==> src/include/byte_alu_pkg.sv <==
// constants, register map and operation codes for the byte alu slice
package byte_alu_pkg;

    // register byte offsets, one aligned word each
    localparam logic [7:0] acc_offset    = 8'h00;
    localparam logic [7:0] freg_offset   = 8'h04;
    localparam logic [7:0] status_offset = 8'h08;
    localparam logic [7:0] cmd_offset    = 8'h0c;
    localparam logic [7:0] dir_offset    = 8'h10;
    localparam logic [7:0] result_offset = 8'h14;

    // status register fields
    localparam int carry_bit      = 0;
    localparam int half_carry_bit = 1;
    localparam int zero_bit       = 2;

    // command register fields
    localparam int op_lsb    = 0;
    localparam int dest_bit  = 3;
    localparam int faddr_lsb = 8;
    localparam int lit_lsb   = 16;

    // destination select and the only legal direction register select
    localparam logic       dest_acc    = 1'b0;
    localparam logic       dest_file   = 1'b1;
    localparam logic [4:0] dir_sel_ok  = 5'h06;

    // reset values
    localparam logic [7:0]  acc_reset    = 8'h00;
    localparam logic [7:0]  freg_reset   = 8'h00;
    localparam logic [2:0]  flags_reset  = 3'h0;
    localparam logic [7:0]  dir_reset    = 8'hff;
    localparam logic [23:0] cmd_reset    = 24'h000000;
    localparam logic [7:0]  result_reset = 8'h00;

    // ahb encodings
    localparam logic [1:0] htrans_nonseq = 2'h2;
    localparam logic       hresp_okay    = 1'b0;

    typedef enum logic [2:0] {
        op_none                 = 3'h0,
        op_sub_acc_from_reg     = 3'h1,
        op_rotate_left_thru_carry  = 3'h2,
        op_rotate_right_thru_carry = 3'h3,
        op_nibble_exchange      = 3'h4,
        op_port_direction_load  = 3'h5,
        op_xor_acc_immediate    = 3'h6,
        op_xor_acc_with_reg     = 3'h7
    } alu_op_type;

endpackage : byte_alu_pkg

==> src/verilog/byte_alu.sv <==
// byte alu slice with ahb-lite register access
`timescale 1ns/1ps

// Notes on behaviour
// - subtract gives file value minus accumulator, to destination, updating carry, half carry, zero.
// - destination bit 0 sends result to accumulator, 1 back to file register.
// - rotate right through carry: old carry into bit 7, bit 0 to carry.
// - rotate left through carry: old carry into bit 0, bit 7 to carry.
// - nibble exchange swaps the two halves of the file value, flags untouched.
// - direction load copies accumulator to direction register when select is 6, no flags.
// - immediate xor: accumulator xor literal back into accumulator, only Z changes.
// - register xor: accumulator xor file value to destination, only Z changes.
module byte_alu
    import byte_alu_pkg::*;
(
    // clock and reset
    input  wire logic        hclk,
    input  wire logic        hresetn,
    // ahb-lite slave
    input  wire logic        hsel,
    input  wire logic [31:0] haddr,
    input  wire logic [1:0]  htrans,
    input  wire logic        hwrite,
    input  wire logic [2:0]  hsize,
    input  wire logic [31:0] hwdata,
    input  wire logic        hready,
    output logic      [31:0] hrdata,
    output logic             hreadyout,
    output logic             hresp,
    // datapath state
    output logic      [7:0]  acc_out,
    output logic      [7:0]  freg_out,
    output logic      [7:0]  dir_out,
    output logic             carry_out,
    output logic             half_carry_out,
    output logic             zero_out
);
    import byte_alu_pkg::*;

    // bus state
    logic        wr_pend_r, wr_pend_nxt;
    logic [7:0]  waddr_r, waddr_nxt;
    logic [31:0] hrdata_r, hrdata_nxt;
    logic        hreadyout_r;

    // datapath state
    logic [7:0]  acc_r, acc_nxt;
    logic [7:0]  freg_r, freg_nxt;
    logic [7:0]  dir_r, dir_nxt;
    logic [7:0]  result_r, result_nxt;
    logic [2:0]  flags_r, flags_nxt;
    logic [23:0] cmd_r, cmd_nxt;

    // decoded command in its data phase
    logic        cmd_go;
    alu_op_type  op;
    logic        dest;
    logic [4:0]  faddr;
    logic [7:0]  lit;
    logic [8:0]  diff;
    logic [4:0]  diff_lo;
    logic [7:0]  res;
    logic [2:0]  res_flags;
    logic        res_valid;
    logic        addr_phase;

    assign addr_phase = hsel && htrans == htrans_nonseq && hready;
    assign cmd_go     = wr_pend_r && waddr_r == cmd_offset;
    assign op         = alu_op_type'(hwdata[op_lsb +: 3]);
    assign dest       = hwdata[dest_bit];
    assign faddr      = hwdata[faddr_lsb +: 5];
    assign lit        = hwdata[lit_lsb +: 8];
    // the borrow bits come out inverted, as carry means no borrow
    assign diff       = {1'b0, freg_r} - {1'b0, acc_r};
    assign diff_lo    = {1'b0, freg_r[3:0]} - {1'b0, acc_r[3:0]};

    // operation result and flags, before destination routing
    always_comb begin
        res       = freg_r;
        res_flags = flags_r;
        res_valid = 1'b1;
        case (op)
            op_sub_acc_from_reg: begin
                res                       = diff[7:0];
                res_flags[carry_bit]      = ~diff[8];
                res_flags[half_carry_bit] = ~diff_lo[4];
                res_flags[zero_bit]       = (diff[7:0] == 8'h00);
            end
            op_rotate_right_thru_carry: begin
                res                  = {flags_r[carry_bit], freg_r[7:1]};
                res_flags[carry_bit] = freg_r[0];
            end
            op_rotate_left_thru_carry: begin
                res                  = {freg_r[6:0], flags_r[carry_bit]};
                res_flags[carry_bit] = freg_r[7];
            end
            op_nibble_exchange: begin
                res = {freg_r[3:0], freg_r[7:4]};
            end
            op_xor_acc_immediate: begin
                res                 = acc_r ^ lit;
                res_flags[zero_bit] = ((acc_r ^ lit) == 8'h00);
            end
            op_xor_acc_with_reg: begin
                res                 = acc_r ^ freg_r;
                res_flags[zero_bit] = ((acc_r ^ freg_r) == 8'h00);
            end
            default: begin
                res_valid = 1'b0;
            end
        endcase
    end

    // next register values: software writes or command execution
    always_comb begin
        acc_nxt    = acc_r;
        freg_nxt   = freg_r;
        dir_nxt    = dir_r;
        result_nxt = result_r;
        flags_nxt  = flags_r;
        cmd_nxt    = cmd_r;
        if (wr_pend_r) begin
            case (waddr_r)
                acc_offset:    acc_nxt   = hwdata[7:0];
                freg_offset:   freg_nxt  = hwdata[7:0];
                status_offset: flags_nxt = hwdata[2:0];
                default:       acc_nxt   = acc_r;
            endcase
        end
        if (cmd_go) begin
            cmd_nxt = hwdata[23:0];
            if (op == op_port_direction_load) begin
                // an illegal select is dropped rather than aliased onto the port
                if (faddr == dir_sel_ok) begin
                    dir_nxt = acc_r;
                end
            end else if (res_valid) begin
                result_nxt = res;
                flags_nxt  = res_flags;
                // the literal form has no destination bit and always lands in acc
                if (op == op_xor_acc_immediate || dest == dest_acc) begin
                    acc_nxt = res;
                end else begin
                    freg_nxt = res;
                end
            end
        end
    end

    // read data built from next values so a write then read returns fresh data
    always_comb begin
        wr_pend_nxt = addr_phase && hwrite;
        waddr_nxt   = haddr[7:0];
        hrdata_nxt  = 32'h00000000;
        if (addr_phase && !hwrite) begin
            case (haddr[7:0])
                acc_offset:    hrdata_nxt = {24'h000000, acc_nxt};
                freg_offset:   hrdata_nxt = {24'h000000, freg_nxt};
                status_offset: hrdata_nxt = {29'h00000000, flags_nxt};
                cmd_offset:    hrdata_nxt = {8'h00, cmd_nxt};
                dir_offset:    hrdata_nxt = {24'h000000, dir_nxt};
                result_offset: hrdata_nxt = {24'h000000, result_nxt};
                default:       hrdata_nxt = 32'h00000000;
            endcase
        end
    end

    // zero wait states: ready rises at the first edge out of reset and stays
    always_ff @(posedge hclk or negedge hresetn) begin
        if (!hresetn) begin
            wr_pend_r   <= 1'b0;
            waddr_r     <= 8'h00;
            hrdata_r    <= 32'h00000000;
            hreadyout_r <= 1'b0;
            acc_r       <= acc_reset;
            freg_r      <= freg_reset;
            dir_r       <= dir_reset;
            result_r    <= result_reset;
            flags_r     <= flags_reset;
            cmd_r       <= cmd_reset;
        end else begin
            wr_pend_r   <= wr_pend_nxt;
            waddr_r     <= waddr_nxt;
            hrdata_r    <= hrdata_nxt;
            hreadyout_r <= 1'b1;
            acc_r       <= acc_nxt;
            freg_r      <= freg_nxt;
            dir_r       <= dir_nxt;
            result_r    <= result_nxt;
            flags_r     <= flags_nxt;
            cmd_r       <= cmd_nxt;
        end
    end

    assign hrdata         = hrdata_r;
    assign hreadyout      = hreadyout_r;
    assign hresp          = hresp_okay;
    assign acc_out        = acc_r;
    assign freg_out       = freg_r;
    assign dir_out        = dir_r;
    assign carry_out      = flags_r[carry_bit];
    assign half_carry_out = flags_r[half_carry_bit];
    assign zero_out       = flags_r[zero_bit];

    // checks
    a_sub_to_acc: assert property (@(posedge hclk) disable iff (!hresetn)
        cmd_go && op == op_sub_acc_from_reg && dest == dest_acc
        |=> acc_r == $past(freg_r) - $past(acc_r) && freg_r == $past(freg_r))
        else $error("subtract to accumulator wrong");

    a_sub_borrow_flags: assert property (@(posedge hclk) disable iff (!hresetn)
        cmd_go && op == op_sub_acc_from_reg
        |=> carry_out == ($past(freg_r) >= $past(acc_r))
            && half_carry_out == ($past(freg_r[3:0]) >= $past(acc_r[3:0])))
        else $error("subtract carry or half carry wrong");

    a_dest_file_write: assert property (@(posedge hclk) disable iff (!hresetn)
        cmd_go && dest == dest_file && op inside {op_sub_acc_from_reg, op_xor_acc_with_reg,
            op_nibble_exchange, op_rotate_left_thru_carry, op_rotate_right_thru_carry}
        |=> acc_r == $past(acc_r) && freg_r == result_r)
        else $error("file destination not honoured");

    a_rotate_right: assert property (@(posedge hclk) disable iff (!hresetn)
        cmd_go && op == op_rotate_right_thru_carry
        |=> result_r == {$past(carry_out), $past(freg_r[7:1])} && carry_out == $past(freg_r[0])
            && zero_out == $past(zero_out) && half_carry_out == $past(half_carry_out))
        else $error("rotate right wrong");

    a_rotate_left: assert property (@(posedge hclk) disable iff (!hresetn)
        cmd_go && op == op_rotate_left_thru_carry
        |=> result_r == {$past(freg_r[6:0]), $past(carry_out)} && carry_out == $past(freg_r[7])
            && zero_out == $past(zero_out))
        else $error("rotate left wrong");

    a_swap_nibbles: assert property (@(posedge hclk) disable iff (!hresetn)
        cmd_go && op == op_nibble_exchange
        |=> result_r == {$past(freg_r[3:0]), $past(freg_r[7:4])} && $stable(flags_r))
        else $error("nibble exchange wrong");

    a_dir_load: assert property (@(posedge hclk) disable iff (!hresetn)
        cmd_go && op == op_port_direction_load
        |=> dir_r == ($past(faddr) == dir_sel_ok ? $past(acc_r) : $past(dir_r)) && $stable(flags_r))
        else $error("direction load wrong");

    a_xor_immediate: assert property (@(posedge hclk) disable iff (!hresetn)
        cmd_go && op == op_xor_acc_immediate
        |=> acc_r == ($past(acc_r) ^ $past(lit)) && carry_out == $past(carry_out)
            && zero_out == (acc_r == 8'h00))
        else $error("immediate xor wrong");

    a_xor_register: assert property (@(posedge hclk) disable iff (!hresetn)
        cmd_go && op == op_xor_acc_with_reg
        |=> result_r == ($past(acc_r) ^ $past(freg_r)) && half_carry_out == $past(half_carry_out)
            && zero_out == (result_r == 8'h00))
        else $error("register xor wrong");

    a_sub_zero_flag: assert property (@(posedge hclk) disable iff (!hresetn)
        cmd_go && op == op_sub_acc_from_reg
        |=> zero_out == ($past(freg_r) == $past(acc_r)))
        else $error("subtract zero flag wrong");

    a_dest_acc_write: assert property (@(posedge hclk) disable iff (!hresetn)
        cmd_go && dest == dest_acc && op inside {op_sub_acc_from_reg, op_xor_acc_with_reg,
            op_nibble_exchange, op_rotate_left_thru_carry, op_rotate_right_thru_carry}
        |=> freg_r == $past(freg_r) && acc_r == result_r)
        else $error("accumulator destination not honoured");

    a_xor_imm_keeps: assert property (@(posedge hclk) disable iff (!hresetn)
        cmd_go && op == op_xor_acc_immediate
        |=> freg_r == $past(freg_r) && half_carry_out == $past(half_carry_out) && result_r == acc_r)
        else $error("immediate xor touched more than accumulator and zero");

    a_xor_reg_carry: assert property (@(posedge hclk) disable iff (!hresetn)
        cmd_go && op == op_xor_acc_with_reg
        |=> carry_out == $past(carry_out))
        else $error("register xor changed carry");

    a_dir_untouched: assert property (@(posedge hclk) disable iff (!hresetn)
        !(cmd_go && op == op_port_direction_load)
        |=> $stable(dir_r))
        else $error("direction register changed without a load");

    a_no_op_idle: assert property (@(posedge hclk) disable iff (!hresetn)
        cmd_go && op == op_none
        |=> $stable(flags_r) && $stable(result_r) && $stable(acc_r) && $stable(freg_r))
        else $error("empty command changed state");

    a_read_data_idle: assert property (@(posedge hclk) disable iff (!hresetn)
        !(addr_phase && !hwrite)
        |=> hrdata == 32'h00000000)
        else $error("read data left standing outside a data phase");

    a_zero_wait: assert property (@(posedge hclk) disable iff (!hresetn)
        $past(hresetn) |-> hreadyout)
        else $error("ready low outside reset");

    c_sub_zero: cover property (@(posedge hclk) disable iff (!hresetn)
        cmd_go && op == op_sub_acc_from_reg ##1 zero_out && carry_out);
    c_sub_borrow: cover property (@(posedge hclk) disable iff (!hresetn)
        cmd_go && op == op_sub_acc_from_reg ##1 !carry_out);
    c_dir_loaded: cover property (@(posedge hclk) disable iff (!hresetn)
        cmd_go && op == op_port_direction_load && faddr == dir_sel_ok);
    c_rotate_file: cover property (@(posedge hclk) disable iff (!hresetn)
        cmd_go && op == op_rotate_left_thru_carry && dest == dest_file);
    c_xor_zero: cover property (@(posedge hclk) disable iff (!hresetn)
        cmd_go && op == op_xor_acc_with_reg ##1 zero_out);

endmodule : byte_alu

==> config.mk <==
export PLATFORM = sky130hd
export DESIGN_NAME = byte_alu
export DESIGN_NICKNAME = d
export VERILOG_FILES = /design/src/include/byte_alu_pkg.sv /design/src/verilog/byte_alu.sv
export SDC_FILE = /design/constraint.sdc
export NUM_CORES = 1
export LEC_CHECK = 0
export BUFFER_PORTS_ARGS = -buffer_cell sky130_fd_sc_hd__buf_2
export CAP_MARGIN = 20
export CORE_ASPECT_RATIO = 1.2
export CORE_MARGIN = 3
export CORE_UTILIZATION = 40
export CTS_BUF_LIST = sky130_fd_sc_hd__clkbuf_8
export DETAILED_ROUTE_END_ITERATION = 10
export GPL_ROUTABILITY_DRIVEN = 0
export HOLD_SLACK_MARGIN = 0.15
export PLACE_DENSITY = 0.66
export SYNTH_ARGS = -nofsm -noshare
export SYNTH_HDL_FRONTEND = slang
export SYNTH_SLANG_ARGS = --single-unit
==> constraint.sdc <==
create_clock -name hclk -period 2.6 [get_ports hclk]
set_clock_uncertainty 0.15 [all_clocks]
set_input_delay 0 -clock hclk [delete_from_list [all_inputs] [get_ports hclk]]
set_output_delay 0 -clock hclk [all_outputs]
set_load 0.02 [all_outputs]
; ---- Word level (Yosys, flattened, before mapping)
; Index checks and enable logic that the tools add are counted.
[classes]
add_sub_neg = 2
eq_ne = 17
n_mux = 31
n_bitwise = 5
n_reduce_logical = 13
[ops]
columns = cell, count
row1 = two-way mux 8 bit, 18
row2 = one-hot mux 24 bit (6 select lines), 1
row3 = two-way mux 24 bit, 2
row4 = one-hot mux 8 bit (6 select lines), 1
row5 = zero test 8 bit, 5
row6 = "equality test 8 x 4 -> 1 bit, second input constant", 4
row7 = "equality test 8 x 3 -> 1 bit, second input constant", 2
row8 = "equality test 8 x 5 -> 1 bit, second input constant", 2
row9 = bitwise XOR 8 bit, 2
row10 = two-way mux 3 bit, 5
row11 = "equality test 3 bit, second input constant", 4
row12 = subtractor 8 x 8 -> 9 bit, 1
row13 = "equality test 3 x 2 -> 1 bit, second input constant", 2
row14 = one-hot mux 1 bit (3 select lines), 2
row15 = OR reduction 6 bit, 1
row16 = "equality test 5 x 3 -> 1 bit, second input constant", 1
row17 = logical AND 1 bit, 5
row18 = subtractor 4 x 4 -> 5 bit, 1
row19 = "equality test 3 x 1 -> 1 bit, second input constant", 1
row20 = inverter 1 bit, 3
row21 = "equality test 2 bit, second input constant", 1
row22 = two-way mux 1 bit, 2
row23 = zero test 1 bit, 1
row24 = logical OR 1 bit, 1
[totals]
register_bits = 101
in_bits = 74
output_inout_bits = 61
wordCells = 78

; ---- Longest topological paths before layout
[logic_depth]
depth_word = 9
depth_mapped = 10
ltp_nobuf = 10

; ---- Least setup slack after synthesis
; Ideal clock, no wire load.
[synth_path]
kind = register -> register
from = reg acc_r[1] (netlist: acc_out[1])
to = reg hrdata_r[2] (netlist: hrdata[2])
setup_time_ns = 0.084
arrival_ns = 2.439
required_ns = 2.366
setup_slack_ns = -0.073
path_stages_with_launch = 10
path_buffers = 0
synth_period_minus_slack_ns = 2.673
path_cell_list = dfrtp_1 > inv_1 > ha_1 > nor2b_1 > o31a_1 > o2111a_1 > or3_1 > a221oi_1 > o211ai_1 > a31oi_1
[synth_via]
elab_chain_cells = 8
word_cells_on_any_way = 24
classes_between = add/sub: 1 / mux: 18 / bitwise: 2 / reduce/logical: 3
[synth_lines]
columns = element, line
row1 = from (decl), byte_alu.sv:47  ; logic [7:0] acc_r, acc_nxt;
row2 = from (signal assigned), byte_alu.sv:175  ; acc_r <= acc_reset;
row3 = from (signal assigned), byte_alu.sv:186  ; acc_r <= acc_nxt;
row4 = subtractor 8 x 8 -> 9 bit (tied with other cells), byte_alu.sv:74  ; assign diff = {1'b0, freg_r} - {1'b0, acc_r};
row5 = zero test 8 bit (tied with other cells), byte_alu.sv:87  ; res_flags[zero_bit] = (diff[7:0] == 8'h00);
row6 = one-hot mux 1 bit (3 select lines) / two-way mux 8 bit (equally long branches), "byte_alu.sv:82, byte_alu.sv:141"
row7 = two-way mux 3 bit / two-way mux 8 bit (equally long branches), byte_alu.sv:137  ; end else if (res_valid) begin
row8 = two-way mux 3 bit / two-way mux 8 bit (equally long branches), byte_alu.sv:132  ; if (op == op_port_direction_load) begin
row9 = two-way mux 3 bit / two-way mux 8 bit (equally long branches), byte_alu.sv:130  ; if (cmd_go) begin
row10 = one-hot mux 24 bit (6 select lines) *, byte_alu.sv:156  ; case (haddr[7:0])
row11 = two-way mux 24 bit *, byte_alu.sv:155  ; if (addr_phase && !hwrite) begin
row12 = net hrdata_nxt[2], byte_alu.sv:43  ; logic [31:0] hrdata_r, hrdata_nxt;
row13 = to (signal assigned), byte_alu.sv:184  ; hrdata_r <= hrdata_nxt;
row14 = to (decl), byte_alu.sv:43
; The timed path passes the listed nets; every way through them passes the cells marked *.

; ---- Final worst setup path
; Same ends and word-level chain as after synthesis.

==> key figures <==
Final layout
  • Finished layout cell area: just over 7000 um^2
  • Post-layout util: approximately 58%
  • Area grow syn2layout: 38.2%
  • Layout Nets: between 700 and 800
  • Reg area: roughly 2300 um^2
  • Multi-input gate area: between 2000 and 3000 um^2
  • Filler Cells Inserted: around 1.0k
  • Fraction of layout instances using a drive strength above 1: between 40% and 50%
  • Inserted Diodes: 0

Synth
  • Main synth FF type: dfrtp_1
  • Yosys reg bits: 93
  • Mean Syn Cell Area: about 10 um^2
  • Async S/R FF share, synth: 100%
  • Area share of the largest cell type after synthesis: about two fifths
  • Mapped Cells: 498
  • Leading post-synthesis cells by cell area: dfrtp_1, mux2_2, dfstp_2, mux2i_1, nand2_1
  • Synthesized area: 5170 um^2
  • Synth area leader: dfrtp_1
  • Commonest cells in the synthesized netlist: dfrtp_1, nand2_1, mux2_2
  • Most common cell in the synthesized netlist: dfrtp_1
  • Post-synth EDFFs: 0
  • Synth warnings: 0
  • Sequential share of the synthesized area: roughly 45%
  • Yosys cell types: 76

Setup path
  • CP arrival: 2710 ps
  • Crit-path max cell delay: around 440 ps
  • Type of origin of the critical path: flop
  • Critical path's top delay family: compound AO/OA/AOI/OAI gates
  • Worst setup EP type: flop
  • Worst path bufs/invs: 1
  • WP data required: 2730 ps
  • Worst setup path category: reg2reg
  • Crit-path max FO: 4
  • CP cell instances: inv_2, ha_4, nor2b_1, o31a_1, o2111a_1, or3_1, a221oi_2, o211ai_1, a31oi_1
  • Slowest stage cell, crit path: dfrtp_2

CTS
  • Clk Tree Root Cell: clkbuf_8
  • Clock transition at the registers of the reported paths: approximately 90 ps
  • CTS tree: done
  • Total clock sinks: 93
  • Num CTS Buffers: 9
  • H-tree depth reported by CTS: 3
  • Max Buffers Root-to-Sink: 2
  • Clk Latency, worst-skew pair: about 370 ps

Place
  • Placed Area: 6260 um^2
  • Port Buffer Count: 90
  • Final HPWL DP: between 10 and 15 mm

Power
  • VDD IR max: 0.000240 V
  • Comb pwr share: between 20% and 30%
  • Seq pwr share: between 40% and 50%
  • Sw Ratio: a little under a third
  • Cell Int Power: between 2 and 2.5 mW
  • Psw: approximately 1.1 mW
  • P_leak: around 3.2 nW
  • Clock share of power: approximately 28%
  • Power per cell area: ~480 nW/um^2

Timing
  • Period Utilization, post-route: approximately 99%
  • Hold WS: approximately 160 ps
  • Endpoints failing hold: 0
  • Final setup vio count: 0
  • Actual slew at the worst max-slew pin: between 500 and 600 ps
  • Max Slew Vio Count: 0
  • Maximum clock rate: between 300 and 400 MHz
  • Slew HR: between 60% and 70%
  • Tmin final: between 2000 and 3000 ps
  • RSZ-0062 raised after global routing: yes

Global route
  • First-pass GRT wire length: 25.8 mm
  • Gr usage total: approximately a quarter
  • Vias in the first global route: 4828
  • Initial antenna violation count: 0
  • Total grt overflow: 0
  • Largest net degree at the start of global routing: roughly 60

Job
  • Max_cap viols: 0

Route
  • Post-route antenna net violation count: 0
  • Detailed router's first-iteration violation count: 387
  • Residual DRC: 0
  • Vias per cell: around 5.6
  • Post-DR wirelength/cell: 19.8 um
  • Detailed Route WL: approximately 17 mm
  • Total vias in the final route: about 4.8k
  • Pre-antenna DRT Iters: 5

Floorplan
  • Starting density of the core: 41.7%
  • I/O pins: 135
  • Die ar.: between 10000 and 15000 um^2
  • Row Count: 44
  • Die extent in y: 130 um
  • Core Region: roughly 12000 um^2
  • Die width: 110 um

Run status
  • Status: finished clean

Min path
  • Worst min path class: in2reg
## flip-flops by register name (all words and copies together), names as in the netlist
signal     flops
waddr_r        8
hrdata        24
result_r       8
dir_out        8
flags_r        3
freg_out       8
hreadyout      1
wr_pend_r      1
acc_out        8
cmd_r         24
## metal layers
layer / up-vias / wire, um / track usage (%)
li1: 2184 / - / -
met1: 2383 / 6800 / 29.9
met2: 217 / 8470 / 40.6
met3: 55 / 1040 / 3.14
met4: 0 / 742 / 10.5
met5: - / 0 / 0
## worst register-to-register path, stage by stage, from the launching register on
cell,delay [ps]
dfrtp_2,440
inv_2,80
ha_4,200
nor2b_1,140
o31a_1,270
o2111a_1,300
or3_1,340
a221oi_2,290
o211ai_1,140
a31oi_1,150
## worst paths after layout
check	depth (start not counted)	from	end	slack (ps)
setup reg to reg	9	acc_out[1]$_DFF_PN0_	hrdata[2]$_DFF_PN0_	20
hold reg to reg	1	cmd_r[15]$_DFF_PN0_	cmd_r[15]$_DFF_PN0_	350
min in group asynchronous	4	hresetn	acc_out[2]$_DFF_PN0_	540
max in group asynchronous	4	hresetn	dir_out[5]$_DFF_PN1_	1400
setup / recovery	9	acc_out[1]$_DFF_PN0_	hrdata[2]$_DFF_PN0_	20
hold / removal	6	htrans[0]	hrdata[16]$_DFF_PN0_	160
## cells in the final DEF (no fill, tap or decap), drive strengths merged, types with 3 or more instances in the layout
cell type / synthesis / layout
conb: 2 / 10
a221oi: 7 / 7
xor2: 3 / 3
nor4: 3 / 3
a22oi: 6 / 6
dfstp: 8 / 8
mux2i: 20 / 20
inv: 17 / 20
nand2: 41 / 41
buf: 22 / 171
a211o: 3 / 3
or2: 3 / 3
nor3b: 5 / 5
nand3: 9 / 9
or3: 4 / 4
dfrtp: 85 / 85
a211oi: 8 / 8
dlygate4sd3: 0 / 41
nand3b: 3 / 3
o211ai: 7 / 7
mux2: 37 / 37
nor3: 10 / 10
nand4: 3 / 3
nor2: 31 / 31
o21a: 7 / 7
nor2b: 21 / 21
o21ai: 10 / 10
a31oi: 9 / 9
ha: 9 / 9
nand4b: 3 / 3
a21oi: 26 / 26
nand2b: 17 / 17
xnor2: 6 / 6
o31a: 3 / 3
clkbuf: 10 / 9
## metrics by stage
step / worst slack, ps / total power, mW / setup TNS (ps) / cells
floorplan: 16.3 / 2.00 / 0 / 506
global placement: -246 / 2.32 / -462 / 800
detailed placement: -263 / 2.34 / -637 / 800
CTS: 14.4 / 3.36 / 0 / 859
global route: -120 / 3.58 / -294 / 863
finish: 18.6 / 3.42 / 0 / 863
## power groups by stage
stage / Combinational [mW] / Clock, mW / Sequential [mW]
6_report: 0.917 / 0.964 / 1.54
5_1_grt: 0.986 / 1.05 / 1.55
4_1_cts: 0.835 / 0.984 / 1.54
3_5_place_dp: 0.766 / 0 / 1.57
3_3_place_gp: 0.752 / 0 / 1.57
2_1_floorplan: 0.395 / 0 / 1.60
## repair_timing
| action | in CTS | in global routing |
|---|---|---|
| gates resized for setup | 7 | 39 |
| setup endpoints to repair | 6 | 9 |
| pin swaps | 4 | 21 |
| buffers inserted | 1 | 6 |
| hold buffers | 42 | 0 |
| endpoints found under the hold margin | 155 | 0 |
## logic make-up (layout without fill, tap and decap cells)
| logic type | Yosys count | in the layout | synth area share [%] |
|---|---|---|---|
| xor+xnor | 9 | 9 | 1.53 |
| buf+inv | 50 | 246 | 4.82 |
| fa+ha+maj | 10 | 10 | 2.57 |
| mux | 58 | 58 | 12.4 |
| flops | 93 | 93 | 45.2 |
| simple gates | 166 | 166 | 18.2 |
| compound gates | 110 | 110 | 15.0 |
| other cells | 2 | 10 | 0.145 |
## final cells by class
| type | count | area share [%] |
|---|---|---|
| clock inverters | 7 | 0.929 |
| multi-input cells | 363 | 39.3 |
| repair buffers | 212 | 21.5 |
| clock buffers | 9 | 1.74 |
| flip-flops and latches | 93 | 32.8 |
| inverters | 18 | 0.946 |
| well taps | 161 | 2.82 |
Note: power is estimated with default switching activity, not from simulation.
